<file path="config.mk">
export PLATFORM = sky130hd
export DESIGN_NAME = pior_register_map
export DESIGN_NICKNAME = d
export VERILOG_FILES = /design/src/shared/pior_pkg.sv /design/src/pior_register_map.sv
export SDC_FILE = /design/constraint.sdc
export NUM_CORES = 1
export LEC_CHECK = 0
export CORE_MARGIN = 5
export CORE_UTILIZATION = 45
export CTS_BUF_LIST = sky130_fd_sc_hd__clkbuf_16
export CTS_CLUSTER_SIZE = 40
export DETAILED_ROUTE_END_ITERATION = 12
export DONT_BUFFER_PORTS = 1
export HOLD_SLACK_MARGIN = 0.1
export SKIP_CTS_REPAIR_TIMING = 1
export SLEW_MARGIN = 30
export SYNTH_ARGS = -nofsm -noshare
export SYNTH_HDL_FRONTEND = slang
export SYNTH_SLANG_ARGS = --single-unit
</file>
<file path="constraint.sdc">
create_clock -name clk -period 3.9 [get_ports clk]
set_clock_uncertainty 0.2 [all_clocks]
set_input_delay 0.78 -clock clk [delete_from_list [all_inputs] [get_ports clk]]
set_output_delay 0.78 -clock clk [all_outputs]
set_load 0.01 [all_outputs]
</file>
<file path="src/shared/pior_pkg.sv">
`default_nettype none
package pior_pkg;
	// ************************************************************
	// I/O space offsets
	// ************************************************************
	localparam logic [5:0] PIOR_OFS_IRQ_FLAGS = 6'h05;
	localparam logic [5:0] PIOR_OFS_T16_MODE = 6'h06;
	localparam logic [5:0] PIOR_OFS_TA_BOUND = 6'h09;
	localparam logic [5:0] PIOR_OFS_EDGE_SEL = 6'h0C;
	localparam logic [5:0] PIOR_OFS_PA_INPUT_EN = 6'h0D;
	localparam logic [5:0] PIOR_OFS_PA_DATA = 6'h10;
	localparam logic [5:0] PIOR_OFS_PA_DIR = 6'h11;
	localparam logic [5:0] PIOR_OFS_PA_PULL_UP = 6'h12;
	localparam logic [5:0] PIOR_OFS_PA_PULL_DOWN = 6'h13;
	localparam logic [5:0] PIOR_OFS_TA_SCALER = 6'h17;
	localparam logic [5:0] PIOR_OFS_COMP_CTL = 6'h1A;
	localparam logic [5:0] PIOR_OFS_MISC = 6'h1B;
	localparam logic [5:0] PIOR_OFS_TA_CTL = 6'h1C;
	localparam logic [5:0] PIOR_OFS_TA_COUNT = 6'h1D;
	localparam logic [5:0] PIOR_OFS_COMP_SEL = 6'h1E;
	localparam logic [5:0] PIOR_OFS_TB_CTL = 6'h2C;
	localparam logic [5:0] PIOR_OFS_TB_COUNT = 6'h2D;
	localparam logic [5:0] PIOR_OFS_TB_SCALER = 6'h2E;
	localparam logic [5:0] PIOR_OFS_TB_BOUND = 6'h2F;
	localparam logic [5:0] PIOR_OFS_LPWM_LINK = 6'h33;
	// ************************************************************
	// Writable bit masks and reset values
	// ************************************************************
	localparam logic [7:0] PIOR_MASK_IRQ = 8'h15;
	localparam logic [7:0] PIOR_MASK_EDGE_SEL = 8'hD3;
	localparam logic [7:0] PIOR_MASK_PA_INPUT_EN = 8'hF9;
	localparam logic [7:0] PIOR_MASK_MISC = 8'h27;
	localparam logic [7:0] PIOR_MASK_COMP_CTL = 8'hBF;
	localparam logic [7:0] PIOR_MASK_TA_CTL = 8'hFD;
	localparam logic [7:0] PIOR_MASK_TA_SCALER = 8'h7F;
	localparam logic [7:0] PIOR_MASK_TB_CTL = 8'h71;
	localparam logic [7:0] PIOR_MASK_TB_SCALER = 8'h63;
	localparam logic [7:0] PIOR_MASK_LPWM_LINK = 8'h08;
	localparam logic [7:0] PIOR_RST_ZERO = 8'h00;
	localparam logic [7:0] PIOR_RST_PA_INPUT_EN = 8'hF9;
	// ************************************************************
	// Field positions
	// ************************************************************
	localparam int PIOR_IRQ_COMP = 4;
	localparam int PIOR_IRQ_T16 = 2;
	localparam int PIOR_IRQ_PIN = 0;
	localparam int PIOR_EDGE_T16_FALL = 4;
	localparam int PIOR_PIN_A = 0;
	localparam int PIOR_PIN_B = 5;
	localparam int PIOR_MISC_FAST_WAKE = 5;
	localparam int PIOR_MISC_LVR_OFF = 2;
	localparam int PIOR_COMP_RESULT = 6;
	localparam int PIOR_LPWM_FAST_DOUBLE = 3;
	// ************************************************************
	// Timing counts in slow-oscillator clocks
	// ************************************************************
	localparam logic [4:0] PIOR_WAKE_NORMAL = 5'h10;
	localparam logic [4:0] PIOR_WAKE_FAST = 5'h08;
	localparam logic [18:0] PIOR_WDT_8K = 19'h02000;
	localparam logic [18:0] PIOR_WDT_16K = 19'h04000;
	localparam logic [18:0] PIOR_WDT_64K = 19'h10000;
	localparam logic [18:0] PIOR_WDT_256K = 19'h40000;
	// ************************************************************
	// Mode encodings
	// ************************************************************
	typedef enum logic [1:0] {
		PIOR_EDGE_BOTH = 2'b00,
		PIOR_EDGE_RISE = 2'b01,
		PIOR_EDGE_FALL = 2'b10,
		PIOR_EDGE_RSVD = 2'b11
	} pior_edge_t;
	typedef enum logic [2:0] {
		PIOR_T16_STOP = 3'b000,
		PIOR_T16_SYSCLK = 3'b001,
		PIOR_T16_PA4_FALL = 3'b011,
		PIOR_T16_FAST_RC = 3'b100,
		PIOR_T16_SLOW_RC = 3'b110,
		PIOR_T16_PA0_FALL = 3'b111
	} pior_t16_clk_t;
	typedef enum logic [3:0] {
		PIOR_TA_STOP = 4'b0000,
		PIOR_TA_SYSCLK = 4'b0001,
		PIOR_TA_FAST_RC = 4'b0010,
		PIOR_TA_SLOW_RC = 4'b0100,
		PIOR_TA_COMP = 4'b0101,
		PIOR_TA_PA0_RISE = 4'b1000,
		PIOR_TA_PA0_FALL = 4'b1001,
		PIOR_TA_PA4_INV = 4'b1101
	} pior_ta_clk_t;
	typedef enum logic [2:0] {
		PIOR_TB_STOP = 3'b000,
		PIOR_TB_SYSCLK = 3'b001,
		PIOR_TB_FAST_RC = 3'b010,
		PIOR_TB_SLOW_RC = 3'b100,
		PIOR_TB_COMP = 3'b101,
		PIOR_TB_XLP_RC = 3'b110
	} pior_tb_clk_t;
endpackage
`default_nettype wire

</file>
<file path="src/pior_register_map.sv">
// Behaviour
// RL1: Comparator, sixteen_bit_timer, pin flags; write zero clears
// RL2: Sixteen_bit_timer clock source decode, reserved stops
// RL3: Sixteen_bit_timer divider 1, 4, 16, 64
// RL4: Sixteen_bit_timer event on selected bit 8-10
// RL5: Sixteen_bit_timer edge bit picks rising or falling
// RL6: Pin and comparator edge: both, rise, fall
// RL7: Input enables gate input, wake, pin interrupts
// RL8: Port data and direction, reset zero
// RL9: Pull-up and pull-down enables, reset zero
// RL10: Wake delay 16 or 8 slow clocks
// RL11: Low-voltage reset on unless disable bit set
// RL12: Watchdog timeout 8k to 256k, shortest at reset
// RL13: Comparator enable, live result, sampling, inversion
// RL14: Comparator minus and plus input selection
// RL15: Comparator pin output, wake, range, level
// RL16: First 8-bit timer clock source decode
// RL17: First timer output pin route and polarity
// RL18: First timer write-only prescaler and scaler
// RL19: First timer counter read-only, bound write-only
// RL20: Second timer clock decode, low-power oscillator enable
// RL21: Second timer scaler and prescaler
// RL22: LPWM fast clock 16 or 32 MHz
// RL23: Reserved bits zero, write-only reads harmless
`timescale 1ns/100ps
`default_nettype none
module pior_register_map
(
	input wire logic clk,
	input wire logic reset_n,
	input wire logic [5:0] ioAddr,
	input wire logic ioWrEn,
	input wire logic [7:0] ioWrData,
	input wire logic ioRdEn,
	output logic [7:0] ioRdData,
	input wire logic compResult,
	input wire logic [2:0] timer16Bits,
	input wire logic [7:0] pinIn,
	input wire logic [7:0] timerACount,
	input wire logic [7:0] timerBCount,
	output logic [7:0] irqFlags,
	output pior_pkg::pior_t16_clk_t t16ClkSrc,
	output logic [2:0] t16DivLog2,
	output logic [7:0] pinInputEn,
	output logic [7:0] portData,
	output logic [7:0] portDir,
	output logic [7:0] portPullUp,
	output logic [7:0] portPullDown,
	output logic [4:0] wakeDelay,
	output logic lvrEnable,
	output logic [18:0] wdtTimeout,
	output logic compEnable,
	output logic compSampleTa,
	output logic compInvert,
	output logic [2:0] compMinusSel,
	output logic compPlusPin,
	output logic compOutToPin,
	output logic compWakeEn,
	output logic compHighRange,
	output logic compLowRange,
	output logic [3:0] compLevel,
	output pior_pkg::pior_ta_clk_t taClkSrc,
	output logic taOutPin3,
	output logic taOutPin4,
	output logic taOutInvert,
	output logic [2:0] taPreLog2,
	output logic [4:0] taScaler,
	output logic [7:0] taBound,
	output pior_pkg::pior_tb_clk_t tbClkSrc,
	output logic tbXlpOscEn,
	output logic [2:0] tbPreLog2,
	output logic [2:0] tbScalerDiv,
	output logic [7:0] tbBound,
	output logic tbCountWr,
	output logic [7:0] tbCountData,
	output logic lpwmFastDouble
);
	import pior_pkg::*;

	// ************************************************************
	// State
	// ************************************************************
	typedef struct packed {
		logic [7:0] t16Mode;
		logic [7:0] edgeSel;
		logic [7:0] inputEn;
		logic [7:0] paData;
		logic [7:0] paDir;
		logic [7:0] paPullUp;
		logic [7:0] paPullDown;
		logic [7:0] compCtl;
		logic [7:0] compSel;
		logic [7:0] misc;
		logic [7:0] taCtl;
		logic [7:0] taScaler;
		logic [7:0] taBound;
		logic [7:0] tbCtl;
		logic [7:0] tbScaler;
		logic [7:0] tbBound;
		logic [7:0] lpwmLink;
		logic [7:0] irq;
		logic t16Prev;
		logic pinAPrev;
		logic pinBPrev;
		logic compPrev;
		pior_t16_clk_t t16Clk;
		pior_ta_clk_t taClk;
		pior_tb_clk_t tbClk;
		logic [2:0] t16Div;
		logic [2:0] taPre;
		logic [2:0] tbPre;
		logic [2:0] tbDiv;
		logic [4:0] wake;
		logic [18:0] wdt;
		logic [7:0] rdData;
		logic tbWr;
		logic [7:0] tbData;
	} pior_state_t;

	pior_state_t state_ff;
	pior_state_t nxt_state;

	// Each prescaler code steps the division by a factor of four
	function automatic logic [2:0] preLog2(input logic [1:0] code);
		preLog2 = {code, 1'b0};
	endfunction

	function automatic logic edgeHit(input logic [1:0] mode, input logic prev, input logic cur);
		edgeHit = 1'b0;
		case (mode)
			PIOR_EDGE_BOTH: edgeHit = prev ^ cur;
			PIOR_EDGE_RISE: edgeHit = cur & ~prev;
			PIOR_EDGE_FALL: edgeHit = prev & ~cur;
			default: edgeHit = 1'b0;
		endcase
	endfunction

	logic t16Cur;
	logic t16Valid;
	logic t16Event;
	logic pinEvent;
	logic compEvent;
	logic [7:0] portRead;

	// ************************************************************
	// Event detection
	// ************************************************************
	always_comb
	begin
		t16Cur = 1'b0;
		t16Valid = 1'b1;
		case (state_ff.t16Mode[2:0])
			3'h0: t16Cur = timer16Bits[0]; // [RL4]
			3'h1: t16Cur = timer16Bits[1]; // [RL4]
			3'h2: t16Cur = timer16Bits[2]; // [RL4]
			default:
			begin
				t16Cur = 1'b0;
				t16Valid = 1'b0;
			end
		endcase
		if (state_ff.edgeSel[PIOR_EDGE_T16_FALL])
		begin
			t16Event = t16Valid & state_ff.t16Prev & ~t16Cur; // [RL5]
		end
		else
		begin
			t16Event = t16Valid & ~state_ff.t16Prev & t16Cur; // [RL5]
		end
		// A disabled input also hides its interrupt request
		pinEvent = (state_ff.inputEn[PIOR_PIN_A]
			& edgeHit(state_ff.edgeSel[1:0], state_ff.pinAPrev, pinIn[PIOR_PIN_A]))
			| (state_ff.inputEn[PIOR_PIN_B]
			& edgeHit(state_ff.edgeSel[1:0], state_ff.pinBPrev, pinIn[PIOR_PIN_B])); // [RL6] [RL7]
		compEvent = edgeHit(state_ff.edgeSel[7:6], state_ff.compPrev, compResult); // [RL6]
		// Inputs read their pin, outputs read their latch
		portRead = (state_ff.paDir & state_ff.paData)
			| (~state_ff.paDir & pinIn & state_ff.inputEn); // [RL7] [RL8]
	end

	// ************************************************************
	// Register writes and decode
	// ************************************************************
	always_comb
	begin
		nxt_state = state_ff;
		nxt_state.t16Prev = t16Cur;
		nxt_state.pinAPrev = pinIn[PIOR_PIN_A];
		nxt_state.pinBPrev = pinIn[PIOR_PIN_B];
		nxt_state.compPrev = compResult;
		nxt_state.tbWr = 1'b0;
		if (ioWrEn)
		begin
			if (ioAddr == PIOR_OFS_IRQ_FLAGS)
			begin
				nxt_state.irq = state_ff.irq & ioWrData & PIOR_MASK_IRQ; // [RL1]
			end
			else if (ioAddr == PIOR_OFS_T16_MODE)
			begin
				nxt_state.t16Mode = ioWrData;
			end
			else if (ioAddr == PIOR_OFS_TA_BOUND)
			begin
				nxt_state.taBound = ioWrData; // [RL19]
			end
			else if (ioAddr == PIOR_OFS_EDGE_SEL)
			begin
				nxt_state.edgeSel = ioWrData & PIOR_MASK_EDGE_SEL; // [RL23]
			end
			else if (ioAddr == PIOR_OFS_PA_INPUT_EN)
			begin
				nxt_state.inputEn = ioWrData & PIOR_MASK_PA_INPUT_EN; // [RL7]
			end
			else if (ioAddr == PIOR_OFS_PA_DATA)
			begin
				nxt_state.paData = ioWrData; // [RL8]
			end
			else if (ioAddr == PIOR_OFS_PA_DIR)
			begin
				nxt_state.paDir = ioWrData; // [RL8]
			end
			else if (ioAddr == PIOR_OFS_PA_PULL_UP)
			begin
				nxt_state.paPullUp = ioWrData; // [RL9]
			end
			else if (ioAddr == PIOR_OFS_PA_PULL_DOWN)
			begin
				nxt_state.paPullDown = ioWrData; // [RL9]
			end
			else if (ioAddr == PIOR_OFS_TA_SCALER)
			begin
				nxt_state.taScaler = ioWrData & PIOR_MASK_TA_SCALER; // [RL18]
			end
			else if (ioAddr == PIOR_OFS_COMP_CTL)
			begin
				nxt_state.compCtl = ioWrData & PIOR_MASK_COMP_CTL; // [RL13]
			end
			else if (ioAddr == PIOR_OFS_MISC)
			begin
				nxt_state.misc = ioWrData & PIOR_MASK_MISC; // [RL23]
			end
			else if (ioAddr == PIOR_OFS_TA_CTL)
			begin
				nxt_state.taCtl = ioWrData & PIOR_MASK_TA_CTL; // [RL23]
			end
			else if (ioAddr == PIOR_OFS_COMP_SEL)
			begin
				nxt_state.compSel = ioWrData; // [RL15]
			end
			else if (ioAddr == PIOR_OFS_TB_CTL)
			begin
				nxt_state.tbCtl = ioWrData & PIOR_MASK_TB_CTL; // [RL20]
			end
			else if (ioAddr == PIOR_OFS_TB_COUNT)
			begin
				// The counter itself lives in the timer; hand it the load
				nxt_state.tbWr = 1'b1;
				nxt_state.tbData = ioWrData;
			end
			else if (ioAddr == PIOR_OFS_TB_SCALER)
			begin
				nxt_state.tbScaler = ioWrData & PIOR_MASK_TB_SCALER; // [RL21]
			end
			else if (ioAddr == PIOR_OFS_TB_BOUND)
			begin
				nxt_state.tbBound = ioWrData;
			end
			else if (ioAddr == PIOR_OFS_LPWM_LINK)
			begin
				nxt_state.lpwmLink = ioWrData & PIOR_MASK_LPWM_LINK; // [RL22]
			end
		end
		// A hardware event in the clearing cycle still lands
		nxt_state.irq[PIOR_IRQ_T16] = nxt_state.irq[PIOR_IRQ_T16] | t16Event; // [RL1]
		nxt_state.irq[PIOR_IRQ_PIN] = nxt_state.irq[PIOR_IRQ_PIN] | pinEvent; // [RL1]
		nxt_state.irq[PIOR_IRQ_COMP] = nxt_state.irq[PIOR_IRQ_COMP] | compEvent; // [RL1]

		// Reserved clock codes decode to stop so nothing runs on them
		case (nxt_state.t16Mode[7:5])
			PIOR_T16_SYSCLK: nxt_state.t16Clk = PIOR_T16_SYSCLK; // [RL2]
			PIOR_T16_PA4_FALL: nxt_state.t16Clk = PIOR_T16_PA4_FALL; // [RL2]
			PIOR_T16_FAST_RC: nxt_state.t16Clk = PIOR_T16_FAST_RC; // [RL2]
			PIOR_T16_SLOW_RC: nxt_state.t16Clk = PIOR_T16_SLOW_RC; // [RL2]
			PIOR_T16_PA0_FALL: nxt_state.t16Clk = PIOR_T16_PA0_FALL; // [RL2]
			default: nxt_state.t16Clk = PIOR_T16_STOP;
		endcase
		nxt_state.t16Div = preLog2(nxt_state.t16Mode[4:3]); // [RL3]
		case (nxt_state.taCtl[7:4])
			PIOR_TA_SYSCLK: nxt_state.taClk = PIOR_TA_SYSCLK; // [RL16]
			PIOR_TA_FAST_RC: nxt_state.taClk = PIOR_TA_FAST_RC; // [RL16]
			PIOR_TA_SLOW_RC: nxt_state.taClk = PIOR_TA_SLOW_RC; // [RL16]
			PIOR_TA_COMP: nxt_state.taClk = PIOR_TA_COMP; // [RL16]
			PIOR_TA_PA0_RISE: nxt_state.taClk = PIOR_TA_PA0_RISE; // [RL16]
			PIOR_TA_PA0_FALL: nxt_state.taClk = PIOR_TA_PA0_FALL; // [RL16]
			PIOR_TA_PA4_INV: nxt_state.taClk = PIOR_TA_PA4_INV; // [RL16]
			default: nxt_state.taClk = PIOR_TA_STOP;
		endcase
		nxt_state.taPre = preLog2(nxt_state.taScaler[6:5]); // [RL18]
		case (nxt_state.tbCtl[6:4])
			PIOR_TB_SYSCLK: nxt_state.tbClk = PIOR_TB_SYSCLK; // [RL20]
			PIOR_TB_FAST_RC: nxt_state.tbClk = PIOR_TB_FAST_RC; // [RL20]
			PIOR_TB_SLOW_RC: nxt_state.tbClk = PIOR_TB_SLOW_RC; // [RL20]
			PIOR_TB_COMP: nxt_state.tbClk = PIOR_TB_COMP; // [RL20]
			PIOR_TB_XLP_RC: nxt_state.tbClk = PIOR_TB_XLP_RC; // [RL20]
			default: nxt_state.tbClk = PIOR_TB_STOP;
		endcase
		nxt_state.tbPre = preLog2(nxt_state.tbScaler[6:5]); // [RL21]
		case (nxt_state.tbScaler[1:0])
			2'b01: nxt_state.tbDiv = 3'h2; // [RL21]
			2'b11: nxt_state.tbDiv = 3'h4; // [RL21]
			default: nxt_state.tbDiv = 3'h1;
		endcase
		nxt_state.wake = nxt_state.misc[PIOR_MISC_FAST_WAKE] ? PIOR_WAKE_FAST
			: PIOR_WAKE_NORMAL; // [RL10]
		case (nxt_state.misc[1:0])
			2'b00: nxt_state.wdt = PIOR_WDT_8K; // [RL12]
			2'b01: nxt_state.wdt = PIOR_WDT_16K; // [RL12]
			2'b10: nxt_state.wdt = PIOR_WDT_64K; // [RL12]
			default: nxt_state.wdt = PIOR_WDT_256K; // [RL12]
		endcase

		// ************************************************************
		// Register reads
		// ************************************************************
		// Write-only registers and holes read zero with no side effect
		nxt_state.rdData = state_ff.rdData;
		if (ioRdEn)
		begin
			if (ioAddr == PIOR_OFS_IRQ_FLAGS)
			begin
				nxt_state.rdData = state_ff.irq; // [RL1]
			end
			else if (ioAddr == PIOR_OFS_T16_MODE)
			begin
				nxt_state.rdData = state_ff.t16Mode;
			end
			else if (ioAddr == PIOR_OFS_PA_DATA)
			begin
				nxt_state.rdData = portRead; // [RL8]
			end
			else if (ioAddr == PIOR_OFS_PA_DIR)
			begin
				nxt_state.rdData = state_ff.paDir;
			end
			else if (ioAddr == PIOR_OFS_PA_PULL_UP)
			begin
				nxt_state.rdData = state_ff.paPullUp;
			end
			else if (ioAddr == PIOR_OFS_PA_PULL_DOWN)
			begin
				nxt_state.rdData = state_ff.paPullDown;
			end
			else if (ioAddr == PIOR_OFS_COMP_CTL)
			begin
				nxt_state.rdData = state_ff.compCtl;
				nxt_state.rdData[PIOR_COMP_RESULT] = compResult; // [RL13]
			end
			else if (ioAddr == PIOR_OFS_TA_CTL)
			begin
				nxt_state.rdData = state_ff.taCtl;
			end
			else if (ioAddr == PIOR_OFS_TA_COUNT)
			begin
				nxt_state.rdData = timerACount; // [RL19]
			end
			else if (ioAddr == PIOR_OFS_TB_CTL)
			begin
				nxt_state.rdData = state_ff.tbCtl;
			end
			else if (ioAddr == PIOR_OFS_TB_COUNT)
			begin
				nxt_state.rdData = timerBCount;
			end
			else
			begin
				nxt_state.rdData = PIOR_RST_ZERO; // [RL23]
			end
		end
	end

	always_ff @(posedge clk or negedge reset_n)
	begin
		if (!reset_n)
		begin
			state_ff <= '0;
			state_ff.inputEn <= PIOR_RST_PA_INPUT_EN; // [RL7]
			state_ff.t16Clk <= PIOR_T16_STOP;
			state_ff.taClk <= PIOR_TA_STOP;
			state_ff.tbClk <= PIOR_TB_STOP;
			state_ff.tbDiv <= 3'h1;
			state_ff.wake <= PIOR_WAKE_NORMAL; // [RL10]
			state_ff.wdt <= PIOR_WDT_8K; // [RL12]
		end
		else
		begin
			state_ff <= nxt_state;
		end
	end

	// ************************************************************
	// Outputs
	// ************************************************************
	assign ioRdData = state_ff.rdData;
	assign irqFlags = state_ff.irq;
	assign t16ClkSrc = state_ff.t16Clk;
	assign t16DivLog2 = state_ff.t16Div;
	assign pinInputEn = state_ff.inputEn;
	assign portData = state_ff.paData;
	assign portDir = state_ff.paDir;
	assign portPullUp = state_ff.paPullUp;
	assign portPullDown = state_ff.paPullDown;
	assign wakeDelay = state_ff.wake;
	assign lvrEnable = ~state_ff.misc[PIOR_MISC_LVR_OFF]; // [RL11]
	assign wdtTimeout = state_ff.wdt;
	assign compEnable = state_ff.compCtl[7]; // [RL13]
	assign compSampleTa = state_ff.compCtl[5]; // [RL13]
	assign compInvert = state_ff.compCtl[4]; // [RL13]
	assign compMinusSel = state_ff.compCtl[3:1]; // [RL14]
	assign compPlusPin = state_ff.compCtl[0]; // [RL14]
	assign compOutToPin = state_ff.compSel[7]; // [RL15]
	assign compWakeEn = state_ff.compSel[6]; // [RL15]
	assign compHighRange = state_ff.compSel[5]; // [RL15]
	assign compLowRange = state_ff.compSel[4]; // [RL15]
	assign compLevel = state_ff.compSel[3:0]; // [RL15]
	assign taClkSrc = state_ff.taClk;
	assign taOutPin3 = state_ff.taCtl[3:2] == 2'b10; // [RL17]
	assign taOutPin4 = state_ff.taCtl[3:2] == 2'b11; // [RL17]
	assign taOutInvert = state_ff.taCtl[0]; // [RL17]
	assign taPreLog2 = state_ff.taPre;
	assign taScaler = state_ff.taScaler[4:0]; // [RL18]
	assign taBound = state_ff.taBound;
	assign tbClkSrc = state_ff.tbClk;
	assign tbXlpOscEn = state_ff.tbCtl[0]; // [RL20]
	assign tbPreLog2 = state_ff.tbPre;
	assign tbScalerDiv = state_ff.tbDiv;
	assign tbBound = state_ff.tbBound;
	assign tbCountWr = state_ff.tbWr;
	assign tbCountData = state_ff.tbData;
	assign lpwmFastDouble = state_ff.lpwmLink[PIOR_LPWM_FAST_DOUBLE]; // [RL22]
endmodule
`default_nettype wire

</file>
==> reports/summary.txt <==
Core Footprint -> 17,360 um^2
Maximum Capacitance Violations -> 0
number of enable flip-flop cells after synthesis -> 0
WL/cell -> 24.32 um
global-route wire length before repair -> 30,010 um
number of antenna violations at the first check in global routing -> 0
sequential element share of the synthesized area -> 47.40%
die width -> 143.3 um
GR Util All Layers -> 19.75%
CTS max path bufs -> 2
total wire length -> 20,140 um
Buffers on Ports -> 0
mean area per synthesized cell -> 11.17 um^2
hold violation total from the final report -> 142
fraction of registers with async set/reset -> 100.0%
DR DRC count -> 0
failing checks -> negative hold slack
height of the chip -> 143.3 um
outcome -> finished, violations left
placed wire-length estimate -> 14,530 um
fraction of final layout cells with drive strength greater than 1 -> 27.24%
clock tree from TritonCTS -> yes
upper clock frequency limit -> 0.4185 GHz
area growth from synthesis to layout -> -3.193%
Worst EP required -> 4000 ps
flip-flop cell with the highest count after synthesis -> sky130_fd_sc_hd__dfrtp_1
CTS root buf -> sky130_fd_sc_hd__clkbuf_16
RePlAce Congestion -> 0.8651
worst reg2reg startpoint -> pinInputEn[0]$_DFFE_PN1P_
Critical Path Start -> ioAddr[5]
Post-Route Hold Slack -> -139.0 ps
number of design-rule violations left by the first detailed-router iteration -> 350
endpoint arrival time on the critical path -> 2490 ps
setup repair after global routing missed its margin -> false
distinct cell type count after synthesis -> 63
number of setup violations in the final report -> 0
maximum VDD drop -> 0.3281 mV
routed vias -> 4,696
Ys Warns -> 0
total number of H-tree levels -> 4
minimum period implied by the final worst setup slack -> 2389 ps
num rows -> 48
post-synthesis cell count -> 716
Critical Path Start Type -> primary input
clock insertion delay at the later pin of the skew report -> 420 ps
worst-path maximum fanout -> 15
Die Footprint -> 20,530 um^2
total negative slack for setup checks -> 0 ps
total CTS buffers -> 17
worst setup path category -> in2reg
Congestion Overflow GR -> 0
headroom to the max-slew limit -> 47.89%
number of max-slew violations in the final report -> 0
flip-flop and latch count after synthesis -> 151
Post-layout nets -> 641
Clock transition at path regs -> 60 ps
initial core utilization -> 46.06%
placed inst area -> 7163 um^2
reported leakage power -> 3.513 nW
largest net degree at the start of global routing -> 152
class of the tightest hold or removal check -> in2async
slew at the pin closest to its max-slew limit -> 780.1 ps
Final Cycle Share -> 61.27%
Final ANT Viol Nets -> 0
Final Cell Area -> 7740 um^2
number of global-route vias before repair -> 4,792
via-per-instance ratio -> 5.671
critical path endpoint category -> flop
DR pass1 iterations -> 5
num ports -> 199
power density of the placed cells -> 512.0 nW/um^2
number of sinks handled by clock tree synthesis -> 151
area of the mapped netlist -> 7995 um^2
==> power by group <==
part           internal [mW]  switching (mW)  leakage [nW]
Combinational          0.180           0.142          1.27
Clock                  0.985           0.612         0.286
Sequential              1.78           0.269          1.96
==> cells by family (layout without fill, tap and decap cells) <==
kind of cell    Yosys count  after routing  share of synthesized area (%)
buf+inv                 198             57                          16.42
flops                   151            151                          47.40
simple gates            132            132                          9.374
mux                     123            123                          17.25
compound gates          104            104                          8.466
fa+ha+maj                 6              6                         0.9389
other cells               1             29                        0.04690
xor+xnor                  1              1                         0.1096
==> cells in the final DEF, fill, tap and decap left out, drive strengths merged, types with 15 or more instances in the layout <==
cell type	count
nor2	33
a21oi	18
conb	28
o21ai	30
dfrtp	142
mux2	109
inv	28
nand3	15
clkbuf	17
nand2	41
==> layout make-up <==
| cell class | instances | area [um^2] |
|---|---|---|
| multi-input combinational | 394 | 2994 |
| inverter | 24 | 90.09 |
| clock inverter | 15 | 148.9 |
| tap | 225 | 281.5 |
| timing repair buffer | 1 | 7.507 |
| fill | 1624 | 9617 |
| antenna | 1 | 2.502 |
| clock buffer | 17 | 425.4 |
| sequential | 151 | 3790 |
==> synthesized netlist by cell type, drive strengths merged, types with 4 or more instances <==
master	instances	area, um^2
buf	154	1145
dfrtp	142	3553
mux2	109	1239
nand2	41	161.4
nor2	33	182.7
o21ai	30	150.1
inv	24	90.09
clkbuf	20	77.57
a21oi	18	90.09
nand3	15	80.08
mux2i	14	140.1
o22ai	10	62.56
dfstp	9	236.5
nand2b	8	50.05
ha	6	75.07
nor2b	6	37.54
o211ai	6	45.04
a221oi	5	43.79
nor3	5	36.29
a311oi	4	35.03
a31o	4	35.03
o31ai	4	30.03
==> flip-flops by register name (all words and copies together), names as in the netlist, 5 cells and up <==
register and flops:
tbCountData 8, portData 8, portPullDown 8, state_ff 32, tbBound 8, taBound 8, taScaler 5, pinInputEn 6
ioRdData 8, portPullUp 8, portDir 8
==> path summary, 6_finish.rpt <==
path,endpoint,slack [ps],depth (start not counted)
max in group asynchronous,wdtTimeout[13]$_DFF_PN1_,3370,0
hold / removal,state_ff[65]$_DFF_PN0_,-140,0
setup reg to reg,ioRdData[0]$_DFFE_PN0P_,1900,5
hold reg to reg,tbScalerDiv[0]$_DFF_PN1_,290,1
min in group clk,state_ff[65]$_DFF_PN0_,190,0
setup / recovery,compLevel[1]$_DFFE_PN0P_,1510,3
==> layer usage <==
layer / vias up / part of all wire [%] / track usage (%) / wire, um
met5: - / 0 / 0 / 0
met1: 2393 / 38 / 23.89 / 7686
met2: 201 / 49 / 31.53 / 9865
met4: 0 / 2.1 / 7.086 / 428
li1: 2071 / - / - / -
met3: 31 / 11 / 8.719 / 2156
==> per-stage QoR <==
| stage | power [mW] | instances | setup WS, ps | utilization (%) |
|---|---|---|---|---|
| 2_1_floorplan | 2.510 | 743 | 1379 | - |
| 3_3_place_gp | 2.376 | 795 | 1099 | 41.27 |
| 3_5_place_dp | 2.398 | 795 | 1049 | 41.27 |
| 4_1_cts | 4.013 | 827 | 1519 | 44.58 |
| 5_1_grt | 4.148 | 827 | 1377 | 44.58 |
| 6_report | 3.963 | 828 | 1511 | 44.59 |
==> worst max-delay path, stage by stage <==
cell and delay (ps):
sky130_fd_sc_hd__and4b_1 590, sky130_fd_sc_hd__nor2b_1 700, sky130_fd_sc_hd__mux2_2 420
Note: power is estimated with default switching activity, not from simulation.
